==> src/core/disk_link_consts.vh <==
`ifndef DISK_LINK_CONSTS_VH
`define DISK_LINK_CONSTS_VH
// register byte offsets
`define REG_CTRL 6'h00
`define REG_CMD 6'h04
`define REG_STAT 6'h08
`define REG_DSTAT 6'h0c
`define REG_BPTR 6'h10
`define REG_BDATA 6'h14
// control fields
`define CTRL_UNIT_LSB 0
`define CTRL_OP_LSB 4
`define OP_NONE 3'h0
`define OP_SEEK 3'h1
`define OP_GSTAT 3'h2
`define OP_READ 3'h3
`define OP_WRITE 3'h4
// status bit positions
`define ST_BUSY 0
`define ST_READY 1
`define ST_FAULT 2
`define ST_SECTOR 3
`define ST_PWRLOW 4
`define ST_SDONE 5
`define ST_STMO 6
`define ST_RDERR 7
`define ST_RDONE 8
`define ST_WDONE 9
// reset values
`define CTRL_RST 32'h0000_0000
`define CMD_RST 16'h0000
`define FILT_RST 7'h40
// pin filter indices
`define PIN_READY 0
`define PIN_FAULT 1
`define PIN_STAT 2
`define PIN_STROBE 3
`define PIN_SECTOR 4
`define PIN_PLAY 5
`define PIN_MAINS 6
`define NPINS 7
// timing
`define CORE_PERIOD_PS 10000
`define BIT_TIME_PS 243900
`define BIT_CYC (`BIT_TIME_PS / `CORE_PERIOD_PS)
`define HALF_CYC (`BIT_CYC / 2)
`define CMD_BITS 16
`define SECTOR_CELLS 2240
`define STAT_TMO_US 40
`define STAT_TMO_CYC (`STAT_TMO_US * 1000000 / `CORE_PERIOD_PS)
`endif

==> src/core/disk_link.v <==
// Functional notes
// - free 4.1 MHz clock shifts command bits
// - status command fetches status; seek moves heads
// - command word sent bit zero first
// - two unit select lines from control
// - record gate plus serial record data
// - record data is MFM encoded
// - read status word to learn fault
// - read data valid when selected, ready
// - decode MFM read data per cell
// - one sector is 2240 cells
// - seek sends supplied word to drive
// - status word stored in buffer
//
// Design decisions made here: the Wishbone slave port and the register addresses.
`timescale 1ns/1ns
`include "disk_link_consts.vh"
module disk_link (
	input wire core_clk,
	input wire nrst,
	input wire wb_cyc_i,
	input wire wb_stb_i,
	input wire wb_we_i,
	input wire [5:0] wb_adr_i,
	input wire [3:0] wb_sel_i,
	input wire [31:0] wb_dat_i,
	output reg [31:0] wb_dat_o,
	output reg wb_ack_o,
	output reg drive_timing_clock,
	output reg drive_command_line,
	output reg [1:0] unit_select_lines,
	output reg line_power_low_n,
	output reg record_gate,
	output reg record_data_line,
	input wire mains_low_n,
	input wire drive_ready_line,
	input wire drive_fault_line,
	input wire drive_status_line,
	input wire drive_status_strobe,
	input wire sector_mark_pulse,
	input wire playback_data_line
);
	parameter STAT_TMO = `STAT_TMO_CYC;

	localparam S_IDLE = 3'h0;
	localparam S_WRDY = 3'h1;
	localparam S_SEND = 3'h2;
	localparam S_STAT = 3'h3;
	localparam S_WSEC = 3'h4;
	localparam S_READ = 3'h5;
	localparam S_WRITE = 3'h6;

	function [2:0] dec;
		input [5:0] a;
		begin
			case (a)
				`REG_CTRL: dec = 3'h1;
				`REG_CMD: dec = 3'h2;
				`REG_STAT: dec = 3'h3;
				`REG_DSTAT: dec = 3'h4;
				`REG_BPTR: dec = 3'h5;
				`REG_BDATA: dec = 3'h6;
				default: dec = 3'h0;
			endcase
		end
	endfunction

	// three-flop pin filter
	reg [`NPINS-1:0] s1_r, s2_r, s3_r, filt_r, filt_d_r;
	wire [`NPINS-1:0] pins;
	wire [`NPINS-1:0] filt_init = `FILT_RST;
	assign pins = {mains_low_n, playback_data_line, sector_mark_pulse, drive_status_strobe,
		drive_status_line, drive_fault_line, drive_ready_line};
	genvar gi;
	generate
		for (gi = 0; gi < `NPINS; gi = gi + 1) begin : g_sync
			always @(posedge core_clk) begin
				if (!nrst) begin
					s1_r[gi] <= filt_init[gi];
					s2_r[gi] <= filt_init[gi];
					s3_r[gi] <= filt_init[gi];
					filt_r[gi] <= filt_init[gi];
					filt_d_r[gi] <= filt_init[gi];
				end else begin
					s1_r[gi] <= pins[gi];
					s2_r[gi] <= s1_r[gi];
					s3_r[gi] <= s2_r[gi];
					if (s2_r[gi] == s3_r[gi]) begin
						filt_r[gi] <= s3_r[gi];
					end
					filt_d_r[gi] <= filt_r[gi];
				end
			end
		end
	endgenerate
	wire rdy = filt_r[`PIN_READY];
	wire flt = filt_r[`PIN_FAULT];
	wire strobe_rise = filt_r[`PIN_STROBE] & ~filt_d_r[`PIN_STROBE];
	wire sector_rise = filt_r[`PIN_SECTOR] & ~filt_d_r[`PIN_SECTOR];

	// bit-cell timebase
	reg [4:0] div_r;
	wire tick_rise = (div_r == 5'h00);
	wire tick_fall = (div_r == `HALF_CYC);

	reg [2:0] state_r, op_r;
	reg [15:0] cmd_r, sh_r, dstat_r;
	reg [4:0] bit_r;
	reg [11:0] cell_r;
	reg [7:0] bptr_r, eptr_r;
	reg [15:0] tmo_r;
	reg prev_r, seen_r, started_r;
	reg sdone_r, stmo_r, rderr_r, rdone_r, wdone_r;
	reg eng_we_r;
	reg [15:0] eng_wd_r;
	wire [15:0] mem_rd;

	wire req = wb_cyc_i & wb_stb_i & ~wb_ack_o;
	wire [2:0] sel_reg = dec(wb_adr_i);
	wire wr = req & wb_we_i;
	wire idle = (state_r == S_IDLE);
	wire start = wr & (sel_reg == 3'h1) & wb_sel_i[0] & idle &
		(wb_dat_i[`CTRL_OP_LSB+2:`CTRL_OP_LSB] != `OP_NONE);
	wire sw_we = wr & (sel_reg == 3'h6) & idle;
	wire buf_acc = req & (sel_reg == 3'h6) & idle;
	// engine write may land in the first idle cycle, so it takes priority
	wire [7:0] mem_addr = (idle & ~eng_we_r) ? bptr_r : eptr_r;
	wire mem_we = eng_we_r | (sw_we & ~eng_we_r);
	wire [15:0] mem_wd = eng_we_r ? eng_wd_r : wb_dat_i[15:0];
	wire [9:0] stat_word = {wdone_r, rdone_r, rderr_r, stmo_r, sdone_r,
		~filt_r[`PIN_MAINS], filt_r[`PIN_SECTOR], flt, rdy, ~idle};
	wire clr = wr & (sel_reg == 3'h3);

	sector_buffer u_buf (
		.core_clk(core_clk),
		.wr_en(mem_we),
		.addr(mem_addr),
		.wr_data(mem_wd),
		.rd_data(mem_rd)
	);

	// free-running drive clock
	always @(posedge core_clk) begin
		if (!nrst) begin
			div_r <= 5'h00;
			drive_timing_clock <= 1'b0;
		end else begin
			if (div_r == `BIT_CYC - 1) begin
				div_r <= 5'h00;
			end else begin
				div_r <= div_r + 5'h01;
			end
			if (tick_rise) begin
				drive_timing_clock <= 1'b1;
			end else if (tick_fall) begin
				drive_timing_clock <= 1'b0;
			end
		end
	end

	// bus slave
	always @(posedge core_clk) begin
		if (!nrst) begin
			wb_ack_o <= 1'b0;
			wb_dat_o <= 32'h0000_0000;
			cmd_r <= `CMD_RST;
			unit_select_lines <= 2'h0;
			bptr_r <= 8'h00;
			line_power_low_n <= 1'b1;
		end else begin
			line_power_low_n <= filt_r[`PIN_MAINS];
			wb_ack_o <= req;
			if (wr & (sel_reg == 3'h1) & wb_sel_i[0] & idle) begin
				unit_select_lines <= wb_dat_i[`CTRL_UNIT_LSB+1:`CTRL_UNIT_LSB];
			end
			if (wr & (sel_reg == 3'h2)) begin
				if (wb_sel_i[0]) begin
					cmd_r[7:0] <= wb_dat_i[7:0];
				end
				if (wb_sel_i[1]) begin
					cmd_r[15:8] <= wb_dat_i[15:8];
				end
			end
			if (wr & (sel_reg == 3'h5) & wb_sel_i[0] & idle) begin
				bptr_r <= wb_dat_i[7:0];
			end else if (buf_acc) begin
				bptr_r <= bptr_r + 8'h01;
			end
			if (req & ~wb_we_i) begin
				case (sel_reg)
					3'h1: wb_dat_o <= {25'h0, op_r, 2'h0, unit_select_lines};
					3'h2: wb_dat_o <= {16'h0, cmd_r};
					3'h3: wb_dat_o <= {22'h0, stat_word};
					3'h4: wb_dat_o <= {16'h0, dstat_r};
					3'h5: wb_dat_o <= {24'h0, bptr_r};
					3'h6: wb_dat_o <= {16'h0, mem_rd};
					default: wb_dat_o <= 32'h0000_0000;
				endcase
			end
		end
	end

	// sequencer
	always @(posedge core_clk) begin
		if (!nrst) begin
			state_r <= S_IDLE;
			op_r <= `OP_NONE;
			sh_r <= 16'h0000;
			dstat_r <= 16'h0000;
			bit_r <= 5'h00;
			cell_r <= 12'h000;
			eptr_r <= 8'h00;
			tmo_r <= 16'h0000;
			prev_r <= 1'b0;
			seen_r <= 1'b0;
			started_r <= 1'b0;
			eng_we_r <= 1'b0;
			eng_wd_r <= 16'h0000;
			drive_command_line <= 1'b0;
			record_gate <= 1'b0;
			record_data_line <= 1'b0;
			sdone_r <= 1'b0;
			stmo_r <= 1'b0;
			rderr_r <= 1'b0;
			rdone_r <= 1'b0;
			wdone_r <= 1'b0;
		end else begin
			eng_we_r <= 1'b0;
			if (clr & wb_sel_i[0]) begin
				sdone_r <= 1'b0;
				stmo_r <= 1'b0;
				rderr_r <= 1'b0;
			end
			if (clr & wb_sel_i[1]) begin
				rdone_r <= 1'b0;
				wdone_r <= 1'b0;
			end
			case (state_r)
				S_IDLE: begin
					if (start) begin
						op_r <= wb_dat_i[`CTRL_OP_LSB+2:`CTRL_OP_LSB];
						state_r <= S_WRDY;
					end else begin
						op_r <= `OP_NONE;
					end
				end
				S_WRDY: begin
					eptr_r <= 8'h00;
					cell_r <= 12'h000;
					bit_r <= 5'h00;
					started_r <= 1'b0;
					// status may be fetched from a faulted drive
					if (rdy | ((op_r == `OP_GSTAT) & flt)) begin
						if ((op_r == `OP_SEEK) | (op_r == `OP_GSTAT)) begin
							sh_r <= cmd_r;
							state_r <= S_SEND;
						end else if ((op_r == `OP_READ) | (op_r == `OP_WRITE)) begin
							state_r <= S_WSEC;
						end else begin
							state_r <= S_IDLE;
						end
					end
				end
				S_SEND: begin
					if (tick_fall) begin
						if (bit_r == `CMD_BITS) begin
							drive_command_line <= 1'b0;
							bit_r <= 5'h00;
							tmo_r <= 16'h0000;
							state_r <= (op_r == `OP_GSTAT) ? S_STAT : S_IDLE;
						end else begin
							drive_command_line <= sh_r[0];
							sh_r <= {1'b0, sh_r[15:1]};
							bit_r <= bit_r + 5'h01;
						end
					end
				end
				S_STAT: begin
					tmo_r <= tmo_r + 16'h0001;
					if (strobe_rise) begin
						sh_r <= {filt_r[`PIN_STAT], sh_r[15:1]};
						bit_r <= bit_r + 5'h01;
						if (bit_r == `CMD_BITS - 1) begin
							// later strobes are ignored
							dstat_r <= {filt_r[`PIN_STAT], sh_r[15:1]};
							eng_wd_r <= {filt_r[`PIN_STAT], sh_r[15:1]};
							eng_we_r <= 1'b1;
							sdone_r <= 1'b1;
							state_r <= S_IDLE;
						end
					end else if (tmo_r == STAT_TMO) begin
						stmo_r <= 1'b1;
						state_r <= S_IDLE;
					end
				end
				S_WSEC: begin
					if (sector_rise & rdy) begin
						sh_r <= mem_rd;
						eptr_r <= 8'h01;
						prev_r <= 1'b0;
						started_r <= 1'b0;
						if (op_r == `OP_WRITE) begin
							record_gate <= 1'b1;
							state_r <= S_WRITE;
						end else begin
							state_r <= S_READ;
						end
					end
				end
				S_WRITE: begin
					if (tick_rise) begin
						started_r <= 1'b1;
						record_data_line <= ~prev_r & ~sh_r[0];
					end else if (tick_fall & started_r) begin
						record_data_line <= sh_r[0];
						prev_r <= sh_r[0];
						if (cell_r[3:0] == 4'hf) begin
							sh_r <= mem_rd;
							eptr_r <= eptr_r + 8'h01;
						end else begin
							sh_r <= {1'b0, sh_r[15:1]};
						end
						if (cell_r == `SECTOR_CELLS - 1) begin
							record_gate <= 1'b0;
							wdone_r <= 1'b1;
							state_r <= S_IDLE;
						end
						cell_r <= cell_r + 12'h001;
					end
					if (tick_fall & started_r & (cell_r == `SECTOR_CELLS - 1)) begin
						record_data_line <= 1'b0;
					end
				end
				S_READ: begin
					if (filt_r[`PIN_PLAY] & ~tick_rise & ~tick_fall) begin
						seen_r <= 1'b1;
					end
					if (tick_fall) begin
						seen_r <= 1'b0;
						started_r <= 1'b1;
					end else if (tick_rise & started_r) begin
						seen_r <= 1'b0;
						// data half pulse means a one
						sh_r <= {seen_r, sh_r[15:1]};
						if (cell_r[3:0] == 4'hf) begin
							eng_wd_r <= {seen_r, sh_r[15:1]};
							eng_we_r <= 1'b1;
						end
						if (cell_r[3:0] == 4'h0 && cell_r != 12'h000) begin
							eptr_r <= eptr_r + 8'h01;
						end
						if (cell_r == `SECTOR_CELLS - 1) begin
							rdone_r <= 1'b1;
							state_r <= S_IDLE;
						end
						cell_r <= cell_r + 12'h001;
					end
					if (~rdy) begin
						rderr_r <= 1'b1;
						state_r <= S_IDLE;
					end
				end
				default: state_r <= S_IDLE;
			endcase
			if (state_r == S_WSEC && sector_rise && rdy && op_r == `OP_READ) begin
				eptr_r <= 8'h00;
			end
		end
	end
endmodule // disk_link

==> src/core/sector_buffer.v <==
`timescale 1ns/1ns
module sector_buffer (
	input wire core_clk,
	input wire wr_en,
	input wire [7:0] addr,
	input wire [15:0] wr_data,
	output reg [15:0] rd_data
);
	reg [15:0] mem [0:255];

	// read data registered, write-first not guaranteed
	always @(posedge core_clk) begin
		if (wr_en) begin
			mem[addr] <= wr_data;
		end
		rd_data <= mem[addr];
	end
endmodule // sector_buffer

==> config.mk <==
export PLATFORM = sky130hd
export DESIGN_NAME = disk_link
export DESIGN_NICKNAME = d
export VERILOG_FILES = /design/src/core/disk_link.v /design/src/core/sector_buffer.v
export VERILOG_INCLUDE_DIRS = /design/src /design/src/core
export SDC_FILE = /design/constraint.sdc
export NUM_CORES = 2
export LEC_CHECK = 0
export CORE_ASPECT_RATIO = 0.9
export CORE_MARGIN = 1
export CORE_UTILIZATION = 36
export DETAILED_ROUTE_END_ITERATION = 6
export DONT_BUFFER_PORTS = 1
export PLACE_DENSITY = 0.47
export SLEW_MARGIN = 20
export SYNTH_ARGS = -nofsm -noshare
export SYNTH_HDL_FRONTEND = slang
export SYNTH_SLANG_ARGS = --single-unit
export TNS_END_PERCENT = 20
==> constraint.sdc <==
create_clock -name core_clk -period 11.92 [get_ports core_clk]
set_input_delay 3.576 -clock core_clk [delete_from_list [all_inputs] [get_ports core_clk]]
set_output_delay 3.576 -clock core_clk [all_outputs]
set_load 0.03 [all_outputs]
Yosys cells after proc, flatten, opt, wreduce, memory -nomap -nowiden
Memories as Yosys holds them, arrays and structs flattened. A register that Yosys moved wholly into a read port is not among the register bits.
Cells that the tools add are included.
{"block": "word_totals", "regBits": 203, "mem_bits_rw": 4096, "inputBits": 54, "out_inout_bits": 40, "mem_count": 1}
{"block": "op_classes", "addsub": 6, "eq_ne": 59, "mux": 114, "bitwise": 47, "reduce_logical": 39}
{"name": "u_buf.mem", "words": 256, "word_bits": 16, "rd": 1, "rd_ports_with_merged_regs": 1, "wr": 1, "line_no": "sector_buffer.v:9", "source": "reg [15:0] mem [0:255];"}
{"cell": "$mux 16", "n": 19}
{"cell": "$pmux 16 s6", "n": 2}
{"cell": "$mux 8", "n": 10}
{"cell": "$pmux 16 s2", "n": 2}
{"cell": "$mux 3", "n": 17}
{"cell": "$mux 12", "n": 4}
{"cell": "$mux 1", "n": 46}
{"cell": "$ne 2x2->1 const B", "n": 19}
{"cell": "$pmux 12 s3", "n": 1}
{"cell": "$pmux 8 s4", "n": 1}
{"cell": "$and 1x1->1", "n": 31}
{"cell": "$reduce_and 11->1", "n": 2}
{"cell": "$eq 3x3->1 const B", "n": 7}
{"cell": "$pmux 3 s7", "n": 1}
{"cell": "$eq 3x2->1 const B", "n": 6}
{"cell": "$pmux 3 s6", "n": 1}
{"cell": "$add 16x1->16 const B", "n": 1}
{"cell": "$add 8x1->8 const B", "n": 2}
{"cell": "$eq 16x12->1 const B", "n": 1}
{"cell": "$mux 5", "n": 3}
{"cell": "$pmux 5 s3", "n": 1}
{"cell": "$reduce_bool 3->1", "n": 5}
{"cell": "$add 12x1->12 const B", "n": 1}
{"cell": "$eq 12x12->1 const B", "n": 1}
{"cell": "other kinds (32)", "n": 81}

Longest topological paths before layout
{"block": "logic_depth", "word_depth": 10, "depth_mapped": 14, "ltp_nobuf": 11}

Modules after synthesis
From an unflattened synthesis, not the netlist that was laid out.
{"block": "unflattened", "hier_cells": 7760, "area_unflattened_um2": 164595.4}
{"mod": "sector_buffer", "n_inst": 1, "cells_per_inst": 6727, "area_per_inst_um2": 155399.0, "seq_area_each_um2": 123318.3}
{"mod": "disk_link", "n_inst": 1, "cells_per_inst": 1033, "area_per_inst_um2": 9196.3, "seq_area_each_um2": 3743.6}

Least setup slack after synthesis
OpenSTA, ideal clock, no wires.
{"block": "synth_path", "path_kind": "input to register", "from": "input port wb_adr_i[2]", "to": "memory u_buf.mem[102][0] (enable)", "arrival_time_ns": 6.182, "path_slack_ns": 5.350, "stages": 10, "path_buffers": 3, "cell_sequence": "clkbuf_1 > nor2b_1 > and3_1 > clkbuf_1 > and3_1 > a21oi_1 > nor3_1 > nand2_1 > clkbuf_1 > nor2_1"}
{"block": "synth_via", "elab_chain_len": 9}
{"element": "start: declaration", "line_no": "disk_link.v:24", "source": "input wire [5:0] wb_adr_i,"}
{"element": "$eq 6x5->1, or another cell as far along", "line_no": "disk_link.v:56", "source": "case (a)"}
{"element": "$pmux 3 s6 (*)", "line_no": "disk_link.v:56"}
{"element": "$eq 3x3->1 (*)", "line_no": "disk_link.v:124", "source": "wire sw_we = wr & (sel_reg == 3'h6) & idle;"}
{"element": "$and 1x1->1 (*) (2 in a row)", "line_no": "disk_link.v:124"}
{"element": "$and 1x1->1 (*)", "line_no": "disk_link.v:128", "source": "wire mem_we = eng_we_r | (sw_we & ~eng_we_r);"}
{"element": "$or 1x1->1 (*)", "line_no": "disk_link.v:128"}
{"element": "$mux 1 (*)", "line_no": "sector_buffer.v:13", "source": "if (wr_en) begin"}
{"element": "$mux 1 (implied by the code) (*)", "line_no": "sector_buffer.v:14", "source": "mem[addr] <= wr_data;"}
{"element": "end: declaration", "line_no": "sector_buffer.v:9"}
Mark *: on every way between the ends. The rest lies on a longest branch, timed or not.

Worst setup path after layout
{"block": "layout_path", "from": "input port wb_adr_i[1]", "to": "memory u_buf.mem[206][11] (enable)"}
Same word-level chain as after synthesis.

==> impl_metrics.env <==
export IMPL_start_kind="input pin"
export IMPL_cts_resized_gates=0
export IMPL_crit_required_ns=12.51
export IMPL_cp_end_kind="flop"
export IMPL_syn_to_final_growth_pct=13.7
export IMPL_vias=104000
export IMPL_via_per_inst=5.50
export IMPL_final_fill_count=42400
export IMPL_die_h_um=650
export IMPL_holdBufCountCts=0
export IMPL_cts_tree="yes"
export IMPL_fin_tns_setup_ns=0
export IMPL_ir_drop_uv=126
export IMPL_ys_ff_latch=4299
export IMPL_relSlewSlack=0.171
export IMPL_post_cts_buffers=0
export IMPL_setup_slack_ns=4.44
export IMPL_synth_edf_count=4096
export IMPL_row_count=237
export IMPL_yosys_area_top_type="edfxtp_1"
export IMPL_synthDistinctLibCells=78
export IMPL_min_period_ns=7.48
export IMPL_drive_gt1_frac=0.103
export IMPL_syn_avg_cell_area_um2=13.6
export IMPL_mostFrequentLayoutCell="edfxtp_1"
export IMPL_yosys_top_cells_area="edfxtp_1, nand2_1, nand3_1"
export IMPL_slew_violations=0
export IMPL_start_util=0.362
export IMPL_powerDensity_mw_per_mm2=163
export IMPL_setup_viol=0
export IMPL_crit_fanout=18
export IMPL_clk_latency_ns=1.00
export IMPL_gp_congestion=0.840
export IMPL_grtUsageTotal=0.222
export IMPL_grt_ovfl_total=0
export IMPL_ys_seq_area_frac=0.757
export IMPL_finalWirelength_um=535000
export IMPL_dp_slack_ns=3.47
export IMPL_layout_cells_most_common_list="edfxtp_1, nand2_1, nand3_1"
export IMPL_drtIter0Drc=12700
export IMPL_drc=0
export IMPL_ys_warn_count=0
export IMPL_core_area_mm2=0.463
export IMPL_grt_antenna_before_repair=41
export IMPL_cpMaxStageDelayCell="nor2_2"
export IMPL_cts_root_buf="clkbuf_16"
export IMPL_synth_area_mm2=0.168
export IMPL_fin_hold_ws_ns=0.414
export IMPL_drtPass1Iterations=6
export IMPL_crit_arrival_ns=8.07
export IMPL_synth_main_ff_cell="edfxtp_1"
export IMPL_cts_made_buffers=457
export IMPL_period_share=0.627
export IMPL_hold_viol_final=0
export IMPL_fmax_mhz=134
export IMPL_finalClockSkew_ns=0.0587
export IMPL_worstPathCellList="nor3_1 > and3_1 > and3_1 > a21oi_1 > buf_4 > nor3_1 > nand2_2 > buf_4 > nor2_2"
export IMPL_cpPeakStageDelay_ns=0.90
export IMPL_power_leakage_nw=61.8
export IMPL_worstHoldPathType="reg2reg"
export IMPL_grt_start_max_net_pins=159
export IMPL_dieArea_mm2=0.469
export IMPL_clockBufferDepth=4
export IMPL_nets=12400
export IMPL_cap_violations=0
export IMPL_h_tree_depth=5
export IMPL_rsz0062_at_grt="false"
export IMPL_grt_pass1_wl_um=753000
export IMPL_cts_sinks=4299
export IMPL_grt_pass1_vias=98700
export IMPL_path_clk_slew_ns=0.06
export IMPL_synth_top_area_frac=0.733
export IMPL_syn_inst=12300
export IMPL_critPathKind="in2reg"
export IMPL_outcome="completed"
export IMPL_worst_pin_slew_ns=1.24
export IMPL_hpwlAfterDp_um=306000
export IMPL_ios=94
export IMPL_die_x_um=722
export IMPL_synthArstFlopShare=0
export IMPL_routedWlPerCell_um=28.2
export IMPL_io_buffers=0
export IMPL_ant_nets=0
==> synthesized netlist by cell type, types with 140 or more instances <==
library cell	instances
mux2i_1	140
a21oi_1	152
buf_2	247
dfxtp_1	203
clkbuf_1	461
edfxtp_1	4096
mux4_2	143
a31oi_1	429
nand3_1	1242
nand4_1	431
nand2_1	3513
nor2_1	425
==> registers in the layout, indices dropped and copies added (netlist names), 5 cells and up <==
name and count:
bit_r 5, u_buf.rd_data 16, bptr_r 8, s3_r 7
sh_r 16, eptr_r 8, wb_dat_o 16, eng_wd_r 16
div_r 5, s2_r 7, dstat_r 16, u_buf.mem 4096
cmd_r 16, tmo_r 16, s1_r 7, filt_r 5
cell_r 12
==> critical path, delay by kind of cell <==
family / cells / cell delay (ns)
buf+inv: 2 / 0.73
simple gates: 6 / 3.58
compound gates: 1 / 0.12
==> cell type report <==
cell class	instances	area, um^2	share of cell area
well taps	6214	7770	0.0408
clock inverters	264	2320	0.0122
repair buffers	405	3350	0.0176
flip-flops and latches	4299	127000	0.666
clock buffers	564	12100	0.0634
multi-input cells	7180	37900	0.199
inverters	16	61.3	0.000322
diodes	15	37.5	0.000197
==> logic make-up after synthesis <==
| group | count (synthesis) | share of synthesized area |
|---|---|---|
| flip-flops | 4299 | 0.757 |
| XOR/XNOR | 30 | 0.00157 |
| AND/OR/NAND/NOR | 5874 | 0.152 |
| multiplexers | 309 | 0.0294 |
| other | 1 | 0.0000224 |
| buffers and inverters | 827 | 0.0213 |
| AO/OA/AOI/OAI | 940 | 0.0378 |
| adder cells (fa/ha/maj) | 11 | 0.000820 |
==> power by group <==
group | internal, W | switching [W] | leakage [nW]
clock network | 0.00797 | 0.00588 | 7.06
logic | 0.0000812 | 0.000508 | 16.3
registers | 0.0165 | 0.0000394 | 38.4
total | 0.0246 | 0.00643 | 61.8
==> worst paths after layout <==
kind                           start  slack (ns)                      endpoint  depth (start not counted)
min               s1_r[6]$_SDFF_PN1_        0.41            s2_r[6]$_SDFF_PN1_                          1
max                      wb_adr_i[1]        4.44  u_buf.mem[206][11]$_DFFE_PP_                          9
max reg2reg  state_r[1]$_SDFFE_PN0P_        5.15     u_buf.rd_data[11]$_DFF_P_                         11
min reg2reg       s1_r[6]$_SDFF_PN1_        0.41            s2_r[6]$_SDFF_PN1_                          1
==> per-stage QoR <==
step / instances / total power, W / area, um^2 / util
finish: 19000 / 0.0310 / 191000 / 0.411
global route: 18900 / 0.0318 / 191000 / 0.411
floorplan: 12300 / 0.0171 / 168000 / -
global placement: 18100 / 0.0175 / 176000 / 0.380
detailed placement: 18100 / 0.0175 / 176000 / 0.380
CTS: 18900 / 0.0313 / 190000 / 0.411
==> per-layer routing <==
metal,vias up,track usage,wire [um]
met4,10,0.0707,17000
li1,45800,-,-
met1,53300,0.325,235000
met3,749,0.0361,43000
met5,-,0,62
met2,4403,0.336,239000
(Power assumes the default switching activity.)
